$ cat src/pkg/umpc_consts.svh
`ifndef UMPC_CONSTS_SVH
`define UMPC_CONSTS_SVH
// ==========================================================================
// Register byte addresses (APB, one aligned word per register)
`define UMPC_ADDR_CTL0      12'h000
`define UMPC_ADDR_CTL1      12'h004
`define UMPC_ADDR_ADRCMP    12'h008
`define UMPC_ADDR_BRHI      12'h00C
`define UMPC_ADDR_BRLO      12'h010
`define UMPC_ADDR_RXSTAT    12'h014
`define UMPC_ADDR_TXFRAME   12'h018
// Printed shared control-1 offsets, kept as indices
`define UMPC_IDX_PORT0_CTL1 12'hF43
`define UMPC_IDX_PORT1_CTL1 12'hF4B
// ==========================================================================
// Control-1 field positions (page 000b)
`define UMPC_B_FILT1        7
`define UMPC_B_NINEBIT      6
`define UMPC_B_FILT0        5
`define UMPC_B_NINTHTX      4
`define UMPC_B_DRV_EN_POLARITY        3
`define UMPC_B_BGCTRL       2
`define UMPC_B_RDMASK       1
`define UMPC_CTL1_RESET     8'h00
`define UMPC_CTL1_WMASK     8'hFE
// Control-0 field positions
`define UMPC_B_RXEN         6
`define UMPC_B_PAREN        4
`define UMPC_PAGE_W         3
`define UMPC_B_PAGE_LO      8
`define UMPC_PAGE_MP        3'h0
`define UMPC_PAGE_DMX       3'h5
`define UMPC_CTL0_RESET     11'h000
`define UMPC_OTHER_RESET    8'h00
`define UMPC_RELOAD_RESET   16'h0000
`endif

$ cat src/pkg/umpc_pkg.sv
package umpc_pkg;
  // ========================================================================
  // Received character from the serial core
  typedef struct packed {
    logic       valid;
    logic       ninth;
    logic [7:0] data;
    logic       err;
  } umpc_rxchar_s;
  // Framing settings given to the serial core
  typedef struct packed {
    logic ninebit;
    logic parity;
    logic ninthTx;
  } umpc_frame_s;
  typedef enum logic [1:0] {
    UMPC_ALL = 2'h0, UMPC_ADDR = 2'h1, UMPC_MATCH = 2'h2, UMPC_DATA = 2'h3
  } umpc_filt_e;
  typedef enum logic [2:0] {
    UMPC_IDLE = 3'b001, UMPC_SETUP = 3'b010, UMPC_ACC = 3'b100
  } umpc_bus_e;
endpackage

$ cat src/verilog/umpc_ctl1.sv
`timescale 1ns/1ns
`include "umpc_consts.svh"
// Summary of operation
// - Page 000b of the shared control-1 address shows this register.
// - Nine-bit enable turns multiprocessor framing on or off.
// - Filter 00: interrupt on every received byte.
// - Filter 01: interrupt only on address bytes.
// - Filter 10: matching address and following data bytes interrupt.
// - Filter 11: only data after a matching address interrupt.
// - Nine-bit mode sends the ninth-bit value in every character.
// - Driver enable is active high at polarity 0, low at 1.
// - Receiver off, control 0: generator stopped, reads give reload.
// - Receiver off, control 1: generator counts, interrupts at zero.
// - Receiver on: control bit picks reload or live count on reads.
// - High count byte is never latched by a low byte read.
// - Data mask 0: data and errors both interrupt.
// - Data mask 1: only receiver errors interrupt.
// - Mask applies in every page except DMX, where data uses its own control.
// - Shared address routes to the register chosen by page select.
// - Nine-bit mode overrides parity enable.
// - Receive enable turns the receiver on or off.
module umpc_ctl1 #(
  parameter int ADDR_W = 12
) (
  // Clock and reset
  input  wire logic                 clk,
  input  wire logic                 srst,
  // APB slave
  input  wire logic                 psel,
  input  wire logic                 penable,
  input  wire logic                 pwrite,
  input  wire logic [ADDR_W-1:0]    paddr,
  input  wire logic [31:0]          pwdata,
  output logic                      pready,
  output logic      [31:0]          prdata,
  output logic                      pslverr,
  // Serial core side
  input  wire umpc_pkg::umpc_rxchar_s rxChar,
  input  wire logic                 dmxRxIrqCtrl,
  input  wire logic                 txActive,
  output umpc_pkg::umpc_frame_s     frameCfg,
  output logic                      lineDriverEnable,
  output logic                      rxIrq,
  output logic      [7:0]           otherPageData
);
  import umpc_pkg::*;

  // ========================================================================
  // Registers
  logic [10:0] ctl0;
  logic [7:0]  ctl1;
  logic [7:0]  otherPage;
  logic [7:0]  addrCompare;
  logic [15:0] reload;
  logic [15:0] baudCount;
  logic        lastAddrMatch;
  logic        bgZeroSeen;

  // ========================================================================
  // Bus decode
  // Writes land only at the edge that completes the transfer
  wire         wrStb = psel & penable & pwrite & pready;
  wire         rdStb = psel & penable & ~pwrite;
  wire [2:0]   page  = ctl0[`UMPC_B_PAGE_LO +: `UMPC_PAGE_W];
  wire         pageMp = (page == `UMPC_PAGE_MP);
  wire         hitC0 = (paddr == `UMPC_ADDR_CTL0);
  wire         hitC1 = (paddr == `UMPC_ADDR_CTL1);
  wire         hitAc = (paddr == `UMPC_ADDR_ADRCMP);
  wire         hitHi = (paddr == `UMPC_ADDR_BRHI);
  wire         hitLo = (paddr == `UMPC_ADDR_BRLO);
  wire         hitSt = (paddr == `UMPC_ADDR_RXSTAT);
  wire         hitTf = (paddr == `UMPC_ADDR_TXFRAME);
  wire         mapped = hitC0 | hitC1 | hitAc | hitHi | hitLo | hitSt | hitTf;

  // ========================================================================
  // Control fields
  wire ninebit = ctl1[`UMPC_B_NINEBIT];
  wire drv_en_polarity   = ctl1[`UMPC_B_DRV_EN_POLARITY];
  wire bgCtrl  = ctl1[`UMPC_B_BGCTRL];
  wire rdMask  = ctl1[`UMPC_B_RDMASK];
  wire rxEn    = ctl0[`UMPC_B_RXEN];
  wire [1:0] filt = {ctl1[`UMPC_B_FILT1], ctl1[`UMPC_B_FILT0]};

  // Live count shown only when selected; no high-byte latch on low reads
  wire showLive = bgCtrl;
  wire [15:0] brView = showLive ? baudCount : reload;

  // ========================================================================
  // Receive filter
  wire isAddr  = ninebit & rxChar.ninth;
  wire isData  = ~isAddr;
  wire matchNow = (rxChar.data == addrCompare);

  function automatic logic filterPass(input logic [1:0] f,
                                      input logic a,
                                      input logic m,
                                      input logic last);
    case (f)
      UMPC_ALL:   filterPass = 1'b1;
      UMPC_ADDR:  filterPass = a;
      UMPC_MATCH: filterPass = a ? m : last;
      UMPC_DATA:  filterPass = ~a & last;
      default:    filterPass = 1'b0;
    endcase
  endfunction

  wire passFilt = ~ninebit |
                  filterPass(filt, isAddr, matchNow, lastAddrMatch);
  // DMX data interrupts follow the DMX control instead of the mask
  wire dataAllowed = (page == `UMPC_PAGE_DMX) ? dmxRxIrqCtrl
                                              : ~rdMask;
  wire rxDataEvt = rxChar.valid & ~rxChar.err & rxEn & passFilt &
                   dataAllowed & isData | rxChar.valid & ~rxChar.err &
                   rxEn & passFilt & dataAllowed & isAddr;
  wire rxErrEvt  = rxChar.valid & rxChar.err & rxEn;
  wire bgRun     = rxEn | bgCtrl;
  wire bgZero    = (baudCount == 16'h0000);
  wire timerEvt  = ~rxEn & bgCtrl & bgZero;
  wire next_irq  = rxDataEvt | rxErrEvt | timerEvt;

  // ========================================================================
  // Read mux
  wire [7:0] ctl1View = pageMp ? (ctl1 & `UMPC_CTL1_WMASK)
                               : otherPage;
  wire [31:0] next_rdata =
      hitC0 ? {21'h000000, ctl0} :
      hitC1 ? {24'h000000, ctl1View} :
      hitAc ? {24'h000000, addrCompare} :
      hitHi ? {24'h000000, brView[15:8]} :
      hitLo ? {24'h000000, brView[7:0]} :
      hitSt ? {30'h00000000, bgZeroSeen, lastAddrMatch} :
      hitTf ? {29'h00000000, frameCfg} :
      32'h00000000;

  // ========================================================================
  // Sequential logic
  always_ff @(posedge clk) begin
    if (srst) begin
      ctl0 <= `UMPC_CTL0_RESET;
      ctl1 <= `UMPC_CTL1_RESET;
      otherPage <= `UMPC_OTHER_RESET;
      addrCompare <= 8'h00;
      reload <= `UMPC_RELOAD_RESET;
    end else if (wrStb) begin
      if (hitC0)
        ctl0 <= pwdata[10:0];
      if (hitC1 && pageMp)
        ctl1 <= pwdata[7:0] & `UMPC_CTL1_WMASK;
      if (hitC1 && !pageMp)
        otherPage <= pwdata[7:0];
      if (hitAc)
        addrCompare <= pwdata[7:0];
      if (hitHi)
        reload[15:8] <= pwdata[7:0];
      if (hitLo)
        reload[7:0] <= pwdata[7:0];
    end
  end

  // Generator: reloads at zero, held at reload when stopped
  always_ff @(posedge clk) begin
    if (srst)
      baudCount <= `UMPC_RELOAD_RESET;
    else if (!bgRun)
      baudCount <= reload;
    else if (bgZero)
      baudCount <= reload;
    else
      baudCount <= baudCount - 16'h0001;
  end

  always_ff @(posedge clk) begin
    if (srst)
      lastAddrMatch <= 1'b0;
    else if (rxChar.valid && isAddr && rxEn)
      lastAddrMatch <= matchNow;
  end

  // Sticky zero flag; a new event wins over the read-clear
  always_ff @(posedge clk) begin
    if (srst)
      bgZeroSeen <= 1'b0;
    else if (timerEvt)
      bgZeroSeen <= 1'b1;
    // Clear at the capture edge so a later zero is never lost
    else if (rdStb && !pready && hitSt)
      bgZeroSeen <= 1'b0;
  end

  always_ff @(posedge clk) begin
    if (srst) begin
      pready <= 1'b0;
      prdata <= 32'h00000000;
      pslverr <= 1'b0;
      rxIrq <= 1'b0;
      frameCfg <= '0;
      lineDriverEnable <= 1'b0;
      otherPageData <= 8'h00;
    end else begin
      // Answer one cycle into the access phase
      pready <= psel & penable & ~pready;
      prdata <= (rdStb && !pready) ? next_rdata : prdata;
      pslverr <= psel & penable & ~pready & ~mapped;
      rxIrq <= next_irq;
      frameCfg.ninebit <= ninebit;
      frameCfg.parity <= ctl0[`UMPC_B_PAREN] & ~ninebit;
      frameCfg.ninthTx <= ninebit & ctl1[`UMPC_B_NINTHTX];
      lineDriverEnable <= txActive ^ drv_en_polarity;
      otherPageData <= otherPage;
    end
  end

  // ========================================================================
  // Checks
  a_drv_en_polarity_level: assert property (@(posedge clk) disable iff (srst)
    ##1 lineDriverEnable == ($past(txActive) ^ $past(drv_en_polarity)))
    else $error("driver enable polarity wrong");

  a_parity_override: assert property (@(posedge clk) disable iff (srst)
    ninebit |=> !frameCfg.parity)
    else $error("parity framed in nine-bit mode");

  a_ninth_gate: assert property (@(posedge clk) disable iff (srst)
    !ninebit |=> !frameCfg.ninthTx)
    else $error("ninth bit sent outside nine-bit mode");

  a_rsvd_zero: assert property (@(posedge clk) disable iff (srst)
    !ctl1[0])
    else $error("reserved bit set");

  // A reload write needs one edge to reach the stopped counter
  a_bg_stopped: assert property (@(posedge clk) disable iff (srst)
    (!rxEn && !bgCtrl) [*2] ##0 $stable(reload) |-> baudCount == reload)
    else $error("generator not stopped");

  a_err_irq: assert property (@(posedge clk) disable iff (srst)
    rxErrEvt |=> rxIrq)
    else $error("error did not interrupt");

  a_mask_data: assert property (@(posedge clk) disable iff (srst)
    (rdMask && page != `UMPC_PAGE_DMX && !rxErrEvt && !timerEvt) |=> !rxIrq)
    else $error("masked data interrupted");

  a_filter_addr: assert property (@(posedge clk) disable iff (srst)
    (ninebit && filt == 2'h1 && rxChar.valid && !isAddr && !rxChar.err
     && !timerEvt) |=> !rxIrq)
    else $error("data byte passed address filter");

  a_timer_irq: assert property (@(posedge clk) disable iff (srst)
    timerEvt |=> rxIrq)
    else $error("timer zero did not interrupt");

  a_write_page: assert property (@(posedge clk) disable iff (srst)
    (wrStb && hitC1 && pageMp)
    |=> ctl1 == ($past(pwdata[7:0]) & `UMPC_CTL1_WMASK))
    else $error("control write lost");

  a_other_write: assert property (@(posedge clk) disable iff (srst)
    (wrStb && hitC1 && !pageMp) |=> otherPage == $past(pwdata[7:0]))
    else $error("other page write lost");

  a_other_hold: assert property (@(posedge clk) disable iff (srst)
    (wrStb && hitC1 && !pageMp) |=> ctl1 == $past(ctl1))
    else $error("control changed from other page");

  a_err_resp: assert property (@(posedge clk) disable iff (srst)
    (psel && penable && !pready && !mapped) |=> (pready && pslverr))
    else $error("unmapped access not flagged");

  a_ninebit_out: assert property (@(posedge clk) disable iff (srst)
    1'b1 |=> frameCfg.ninebit == $past(ninebit))
    else $error("framing mode not passed on");

  a_ninth_value: assert property (@(posedge clk) disable iff (srst)
    ninebit |=> frameCfg.ninthTx == $past(ctl1[`UMPC_B_NINTHTX]))
    else $error("ninth bit value wrong");

  a_all_bytes: assert property (@(posedge clk) disable iff (srst)
    (rxChar.valid && !rxChar.err && rxEn && ninebit && filt == 2'h0
     && dataAllowed) |=> rxIrq)
    else $error("byte missed with open filter");

  a_addr_pass: assert property (@(posedge clk) disable iff (srst)
    (rxChar.valid && !rxChar.err && rxEn && ninebit && filt == 2'h1
     && isAddr && dataAllowed) |=> rxIrq)
    else $error("address byte missed");

  a_match_addr: assert property (@(posedge clk) disable iff (srst)
    (rxChar.valid && !rxChar.err && rxEn && ninebit && filt == 2'h2
     && isAddr && matchNow && dataAllowed) |=> rxIrq)
    else $error("matching address missed");

  a_match_data: assert property (@(posedge clk) disable iff (srst)
    (rxChar.valid && !rxChar.err && rxEn && ninebit && filt == 2'h2
     && !isAddr && lastAddrMatch && dataAllowed) |=> rxIrq)
    else $error("data after match missed");

  a_addr_quiet: assert property (@(posedge clk) disable iff (srst)
    (rxChar.valid && !rxChar.err && rxEn && ninebit && filt == 2'h3
     && isAddr) |=> !rxIrq)
    else $error("address byte interrupted");

  a_data_match: assert property (@(posedge clk) disable iff (srst)
    (rxChar.valid && !rxChar.err && rxEn && ninebit && filt == 2'h3
     && !isAddr && lastAddrMatch && dataAllowed) |=> rxIrq)
    else $error("selected data missed");

  a_unmasked: assert property (@(posedge clk) disable iff (srst)
    (rxChar.valid && !rxChar.err && rxEn && !ninebit && !rdMask
     && page != `UMPC_PAGE_DMX) |=> rxIrq)
    else $error("unmasked data missed");

  a_dmx_gate: assert property (@(posedge clk) disable iff (srst)
    (rxChar.valid && page == `UMPC_PAGE_DMX && !dmxRxIrqCtrl
     && !rxErrEvt && !timerEvt) |=> !rxIrq)
    else $error("data interrupted in dmx page");

  a_rx_off_quiet: assert property (@(posedge clk) disable iff (srst)
    (!rxEn && !timerEvt) |=> !rxIrq)
    else $error("interrupt with receiver off");

  // Read data is captured in the first access cycle
  a_reload_view: assert property (@(posedge clk) disable iff (srst)
    (rdStb && !pready && hitLo && !bgCtrl)
    |=> prdata == {24'h000000, $past(reload[7:0])})
    else $error("reload not shown");

  a_live_view: assert property (@(posedge clk) disable iff (srst)
    (rdStb && !pready && hitLo && bgCtrl)
    |=> prdata == {24'h000000, $past(baudCount[7:0])})
    else $error("live low byte not shown");

  a_live_high: assert property (@(posedge clk) disable iff (srst)
    (rdStb && !pready && hitHi && bgCtrl)
    |=> prdata == {24'h000000, $past(baudCount[15:8])})
    else $error("live high byte not shown");

  a_bg_count: assert property (@(posedge clk) disable iff (srst)
    (bgRun && !bgZero) |=> baudCount == $past(baudCount) - 16'h0001)
    else $error("generator did not count");

  a_zero_sticky: assert property (@(posedge clk) disable iff (srst)
    timerEvt |=> bgZeroSeen)
    else $error("zero flag not set");
endmodule

$ cat config.mk
export PLATFORM = sky130hd
export DESIGN_NAME = umpc_ctl1
export DESIGN_NICKNAME = d
export VERILOG_FILES = /design/src/pkg/umpc_pkg.sv /design/src/verilog/umpc_ctl1.sv
export VERILOG_INCLUDE_DIRS = /design/src /design/src/pkg
export SDC_FILE = /design/constraint.sdc
export NUM_CORES = 1
export LEC_CHECK = 0
export BUFFER_PORTS_ARGS = -buffer_cell sky130_fd_sc_hd__buf_2
export CAP_MARGIN = 20
export CORE_ASPECT_RATIO = 1.25
export CORE_MARGIN = 5
export CORE_UTILIZATION = 45
export DETAILED_ROUTE_END_ITERATION = 10
export PLACE_DENSITY = 0.72
export SKIP_CTS_REPAIR_TIMING = 1
export SLEW_MARGIN = 10
export SYNTH_ARGS = -nofsm -noshare
export SYNTH_HDL_FRONTEND = slang
export SYNTH_SLANG_ARGS = --single-unit
$ cat constraint.sdc
create_clock -name clk -period 2.34 [get_ports clk]
set_clock_uncertainty 0.1 [all_clocks]
set_input_delay 0.117 -clock clk [delete_from_list [all_inputs] [get_ports clk]]
set_output_delay 0.117 -clock clk [all_outputs]
set_load 0.01 [all_outputs]
After elaboration in Yosys (flattened, before gate mapping)

Index checks and enable logic that the tools add are counted.

Add/subtract/negate cells: 1
$mul: 0
Divide/modulo/power cells: 0
Order comparisons: 0
Eq/ne operators: 11
Shift operators: 0
Multiplexer cells: 16
Bitwise operators: 40
Reduce and logical (&&, ||, !) cells: 19

Operators with widths:

| operator                                                             | number |
|---|---|
| 16-bit 2-to-1 mux                                                    | 3 |
| 8-bit 2-to-1 mux                                                     | 5 |
| 12-bit by 5-bit == test with 1-bit output, second input constant     | 3 |
| 12-bit by 4-bit == test with 1-bit output, second input constant     | 2 |
| 1-bit AND                                                            | 20 |
| 16-bit logical NOT                                                   | 1 |
| 16-bit by 1-bit subtractor with 16-bit output, second input constant | 1 |
| 12-bit by 3-bit == test with 1-bit output, second input constant     | 1 |
| 12-bit logical NOT                                                   | 1 |
| 2-bit AND reduction                                                  | 6 |
| 11-bit 2-to-1 mux                                                    | 1 |
| 1-bit OR                                                             | 11 |
| 8-bit == test                                                        | 1 |
| 1-bit inverter                                                       | 8 |
| 1-bit logical AND                                                    | 6 |
| 3-bit 2-to-1 mux                                                     | 2 |
| 2-bit == test, second input constant                                 | 2 |
| 1-bit 2-to-1 mux                                                     | 4 |
| 1-bit one-hot mux with 4 select lines                                | 1 |
| 3-bit == test, second input constant                                 | 1 |
| 3-bit logical NOT                                                    | 1 |
| 2-bit by 1-bit == test with 1-bit output, second input constant      | 1 |
| 1-bit logical NOT                                                    | 2 |
| 2-bit logical NOT                                                    | 1 |
| other kinds (2)                                                      | 2 |

Register bits: 115
Bits in latches: 0
RAM bits: 0
Bits in read-only memories: 0
Bits of input ports: 62
Output and inout bits: 47
Memories: 0

Logic depth before layout (Yosys ltp)

Depth in word-level cells: 11
Mapped depth: 7
Mapped depth without buffers: 6

Worst setup path before layout

Ideal clock, no wire load.

Path type: register -> register
Start point: register baudCount[8]
End point: register baudCount[12]
Arrival: 2.066 ns
Path slack: 0.055 ns
Cell stages (with the launch flop): 7
Period minus slack after synthesis: 2.285 ns
Path through: dfxtp_1 > or4_4 > or4_4 > o32a_4 > buf_6 > o21ai_0 > a21oi_1

Longest elaborated chain between the ends: 3
Elaborated cells between the ends (all ways): 4
Those cells by class: add/sub (1); mux (2); reduce/logical (1)

Ends and longest elaborated chain:

| item                                                                                       | RTL line                           | RTL |
|---|---|---|
| start, declared                                                                            | umpc_ctl1.sv:55                    | `logic [15:0] baudCount;` |
| start signal, assigned                                                                     | umpc_ctl1.sv:163                   | `` baudCount <= `UMPC_RELOAD_RESET; `` |
| start signal, assigned                                                                     | umpc_ctl1.sv:165                   | `baudCount <= reload;` |
| start signal, assigned                                                                     | umpc_ctl1.sv:167                   | `baudCount <= reload;` |
| 16-bit by 1-bit subtractor with 16-bit output / 16-bit logical NOT (equally long branches) | umpc_ctl1.sv:169, umpc_ctl1.sv:117 |  |
| 16-bit 2-to-1 mux (*)                                                                      | umpc_ctl1.sv:166                   | `else if (bgZero)` |
| 16-bit 2-to-1 mux (*)                                                                      | umpc_ctl1.sv:164                   | `else if (!bgRun)` |

Mark *: on every way between the ends. The rest lies on a longest branch, timed or not.
A chain may end at the register's enable or synchronous reset.

Worst setup path after layout

Start point: register baudCount[8]
End point: register baudCount[0]

Longest elaborated chain between the ends: 3

Ends and longest elaborated chain:

| item               | RTL line         | RTL |
|---|---|---|
| 16-bit logical NOT | umpc_ctl1.sv:117 | `wire bgZero = (baudCount == 16'h0000);` |
| 16-bit 2-to-1 mux  | umpc_ctl1.sv:166 |  |
| 16-bit 2-to-1 mux  | umpc_ctl1.sv:164 |  |

Every way passes these cells.

==> results list <==
- The run finished with clean final reports.
* Gate count after technology mapping: 513
* Rows: 41
* PD cells: 603 mW/mm^2
- The first routing iteration left 203 violations.
- CORE AREA: 0.0100 sq mm
- Setup repair after global routing left no endpoint under its margin.
- Core occupancy in the finished layout: 0.536
* Post-synth cell types: 54
- Before antenna repair, the detailed router went through 5 iterations.
* Leading area contributor after synthesis: sky130_fd_sc_hd__dfxtp_1
- Count of state elements after synthesis: 94
* R2r worst-path depth: 5
- Yosys mapped a number of flops with a built-in enable equal to 0.
- Number of antenna repair diodes: 0
* Total number of vias: 3930
- Vias/cell: 5.46
* Largest net degree at the start of global routing: 33
- Summing internal, switching and leakage power gives 3230 uW.
- The worst hold path passes through 3 cells.
* Floorplan die height: 123 microns
- The H-tree was split into 3 levels.
* Vias in the first global route: 3750
- Number of antenna violations at the first check in global routing: 0
- Clock period minus worst slack: 2.29 ns
- Static timing analysis puts the maximum clock frequency at 437 MHz.
* Number of warnings issued by yosys: 0
- Number of top-level pins: 109
* Number of buffers on the longest clock path: 2
- The count of buffers added on input and output ports is 66.
- Fraction of registers with async set or reset after synthesis: 0
- TritonCTS clock tree: done
- Overall die width: 100 microns
- In this run the remaining antenna-violating nets after routing total 0.
- The number of slew-limit violations in the final report is 0.
- For this block, the routed nets add up to 12600 microns of wire.
- Of the synthesized area, sequential elements account for 0.412.
- Starting Density: 0.456
- Number of endpoints with negative hold slack in the final report: 0
* Average footprint of a synthesized cell: 8.90 sq um
* Predominant post-synthesis flop cell: sky130_fd_sc_hd__dfxtp_1
* Most common library cell in the layout ignoring fill and taps: sky130_fd_sc_hd__dfxtp_1
- Final TNS setup: 0 ns
* Type of the most critical hold path: in2reg
* Final global-route overflow total: 0
- Max-capacitance violation count: 0
- R2R Setup Slk: 0.05 ns
* Worst-case setup slack after placement: -0.00895 ns
- Setup violations remaining at the end of the flow were counted as 0.
- Nets@finish: 651
- Compared with the post-synthesis result, the final layout area differs by 17.5%.
- The worst setup path is captured at a flop.
* Worst EP required: 2.46 ns
* Largest driver fanout on the critical path: 16
- Launching point of the worst reg2reg path: baudCount[8]$_SDFF_PP0_
* Post-synthesis instance area: 0.00456 sq mm
- Largest voltage drop on the vdd net: 0.377 mV
* Setup crit start: baudCount[8]$_SDFF_PP0_
* Critical Setup Path Class: reg2reg
- After clock tree synthesis, the clock-pin slew on the worst setup and hold paths is 0.06 ns.
- Wire per inst: 17.5 microns
- After layout, the worst setup slack is 0.0531 ns.
* Arrival time of the worst setup path: 2.40 ns
- Total routing resource utilization after global routing: 0.206
* Share of Yosys cell area claimed by the top area cell type: 0.412
- Drc violations: 0
- CP endpoint: baudCount[0]$_SDFF_PP0_
- First-pass GRT wire length: 19500 microns
* Max-Slew Margin vs Limit: 0.663
- Routability-driven placement finished with a final weighted congestion of 0.877.
* Fraction of layout cells with a size suffix above 1: 0.203
- Clock tree synthesis selected as its root buffer the cell sky130_fd_sc_hd__clkbuf_16.
- At the pin with the least slew margin, the transition time is 0.502 ns.
- The number of clock buffers added by TritonCTS is 9.
- Ranked by total cell area, the synthesized netlist is headed by sky130_fd_sc_hd__dfxtp_1 (41%), sky130_fd_sc_hd__mux2i_1 (13%), sky130_fd_sc_hd__nor2_1 (6.5%).
- In this run the static leakage power is 0.00216 uW.
- The worst register-to-register path ends at baudCount[0]$_SDFF_PP0_.
* Area enclosed by the die boundary: 0.0123 sq mm
- Final hold analysis gives a worst-case slack of 0.0174 ns.
* Clock sink count: 94
- Startpoint Class: flop
* Clock latency of the later-clocked register in the worst-skew pair: 0.34 ns
- Post-DP HPWL: 9140 microns
- Of the available clock period, the critical path in the final layout requires 0.977.
- Leading cell types in the layout, fill and taps excluded: sky130_fd_sc_hd__dfxtp_1 (94), sky130_fd_sc_hd__nor2_1 (79), sky130_fd_sc_hd__buf_2 (66)
- FILL cells: 933
## synth_stat cells, drive strengths merged, types with 2 or more instances
cell type	n
or4	2
a211oi	14
nor3	20
clkbuf	20
nand3	8
o41ai	2
o31ai	3
ha	2
xor2	2
a31oi	6
o21ai	17
mux2i	59
nand3b	2
a311oi	3
o221a	2
nor2b	13
and2	2
a2111oi	2
a21oi	26
dfxtp	94
o221ai	5
o211ai	2
nand4	4
nor4	4
nor2	80
nand2	37
buf	29
a22oi	3
inv	8
or3	5
nand2b	4
xnor2	19
## layout make-up
type                    count  area [sq um]  area share
multi-input cells         383          2460       0.458
flip-flops and latches     94          1880       0.351
clock inverters             2          15.0     0.00280
repair buffers             91           536      0.0999
clock buffers              13           280      0.0523
well taps                 129           161      0.0301
inverters                   8          30.0     0.00560
## registers in the layout, summed over array words and instances (netlist names)
register	cells
otherPage	8
addrCompare	8
rxIrq	1
lastAddrMatch	1
pslverr	1
ctl0	11
pready	1
lineDriverEnable	1
reload	16
baudCount	16
prdata	11
ctl1	7
bgZeroSeen	1
otherPageData	8
frameCfg	3
## worst max-delay path: stages, from the launching register on
cell	delay, ns
sky130_fd_sc_hd__dfxtp_1	0.31
sky130_fd_sc_hd__or4_4	0.53
sky130_fd_sc_hd__or4_4	0.45
sky130_fd_sc_hd__o32a_2	0.52
sky130_fd_sc_hd__nor2_1	0.18
sky130_fd_sc_hd__a211oi_2	0.06
## per-stage QoR
stage,cells,area (sq um)
CTS,712,5280
global placement,697,4980
floorplan,533,4640
finish,720,5360
detailed placement,697,4980
global route,720,5360
## worst min-delay path by stage
stage	start	endpoint	slack, ns
6_report	pwdata[0]	ctl0[0]$_SDFFE_PP0P_	0.02
5_1_grt	pwdata[4]	ctl0[4]$_SDFFE_PP0P_	0.03
4_1_cts	pwdata[10]	ctl0[10]$_SDFFE_PP0P_	-0.08
3_5_place_dp	pwdata[10]	ctl0[10]$_SDFFE_PP0P_	0.28
3_3_place_gp	txActive	lineDriverEnable$_SDFF_PP0_	0.28
2_1_floorplan	txActive	lineDriverEnable$_SDFF_PP0_	0.15
## power breakdown
group | internal (uW) | switching, uW
clock | 830 | 592
combinational | 68.7 | 132
sequential | 1610 | 4.16
## cells by family after synthesis
kind of cell               after synthesis  share of synthesized area
DFF                                     94                      0.412
AOI/OAI and AO/OA                       92                      0.146
and+or+nand+nor                        186                      0.194
other                                    1                   0.000822
xor gates and xnor gates                21                     0.0403
muxes                                   60                      0.132
buffers and inverters                   57                     0.0694
adders and majority gates                2                    0.00548
## per-layer routing
layer | GRT usage | part of all wire
met1 | 0.253 | 0.40
met2 | 0.360 | 0.51
met3 | 0.0358 | 0.065
met4 | 0.0783 | 0.024
met5 | 0 | 0
(Power assumes the default switching activity.)
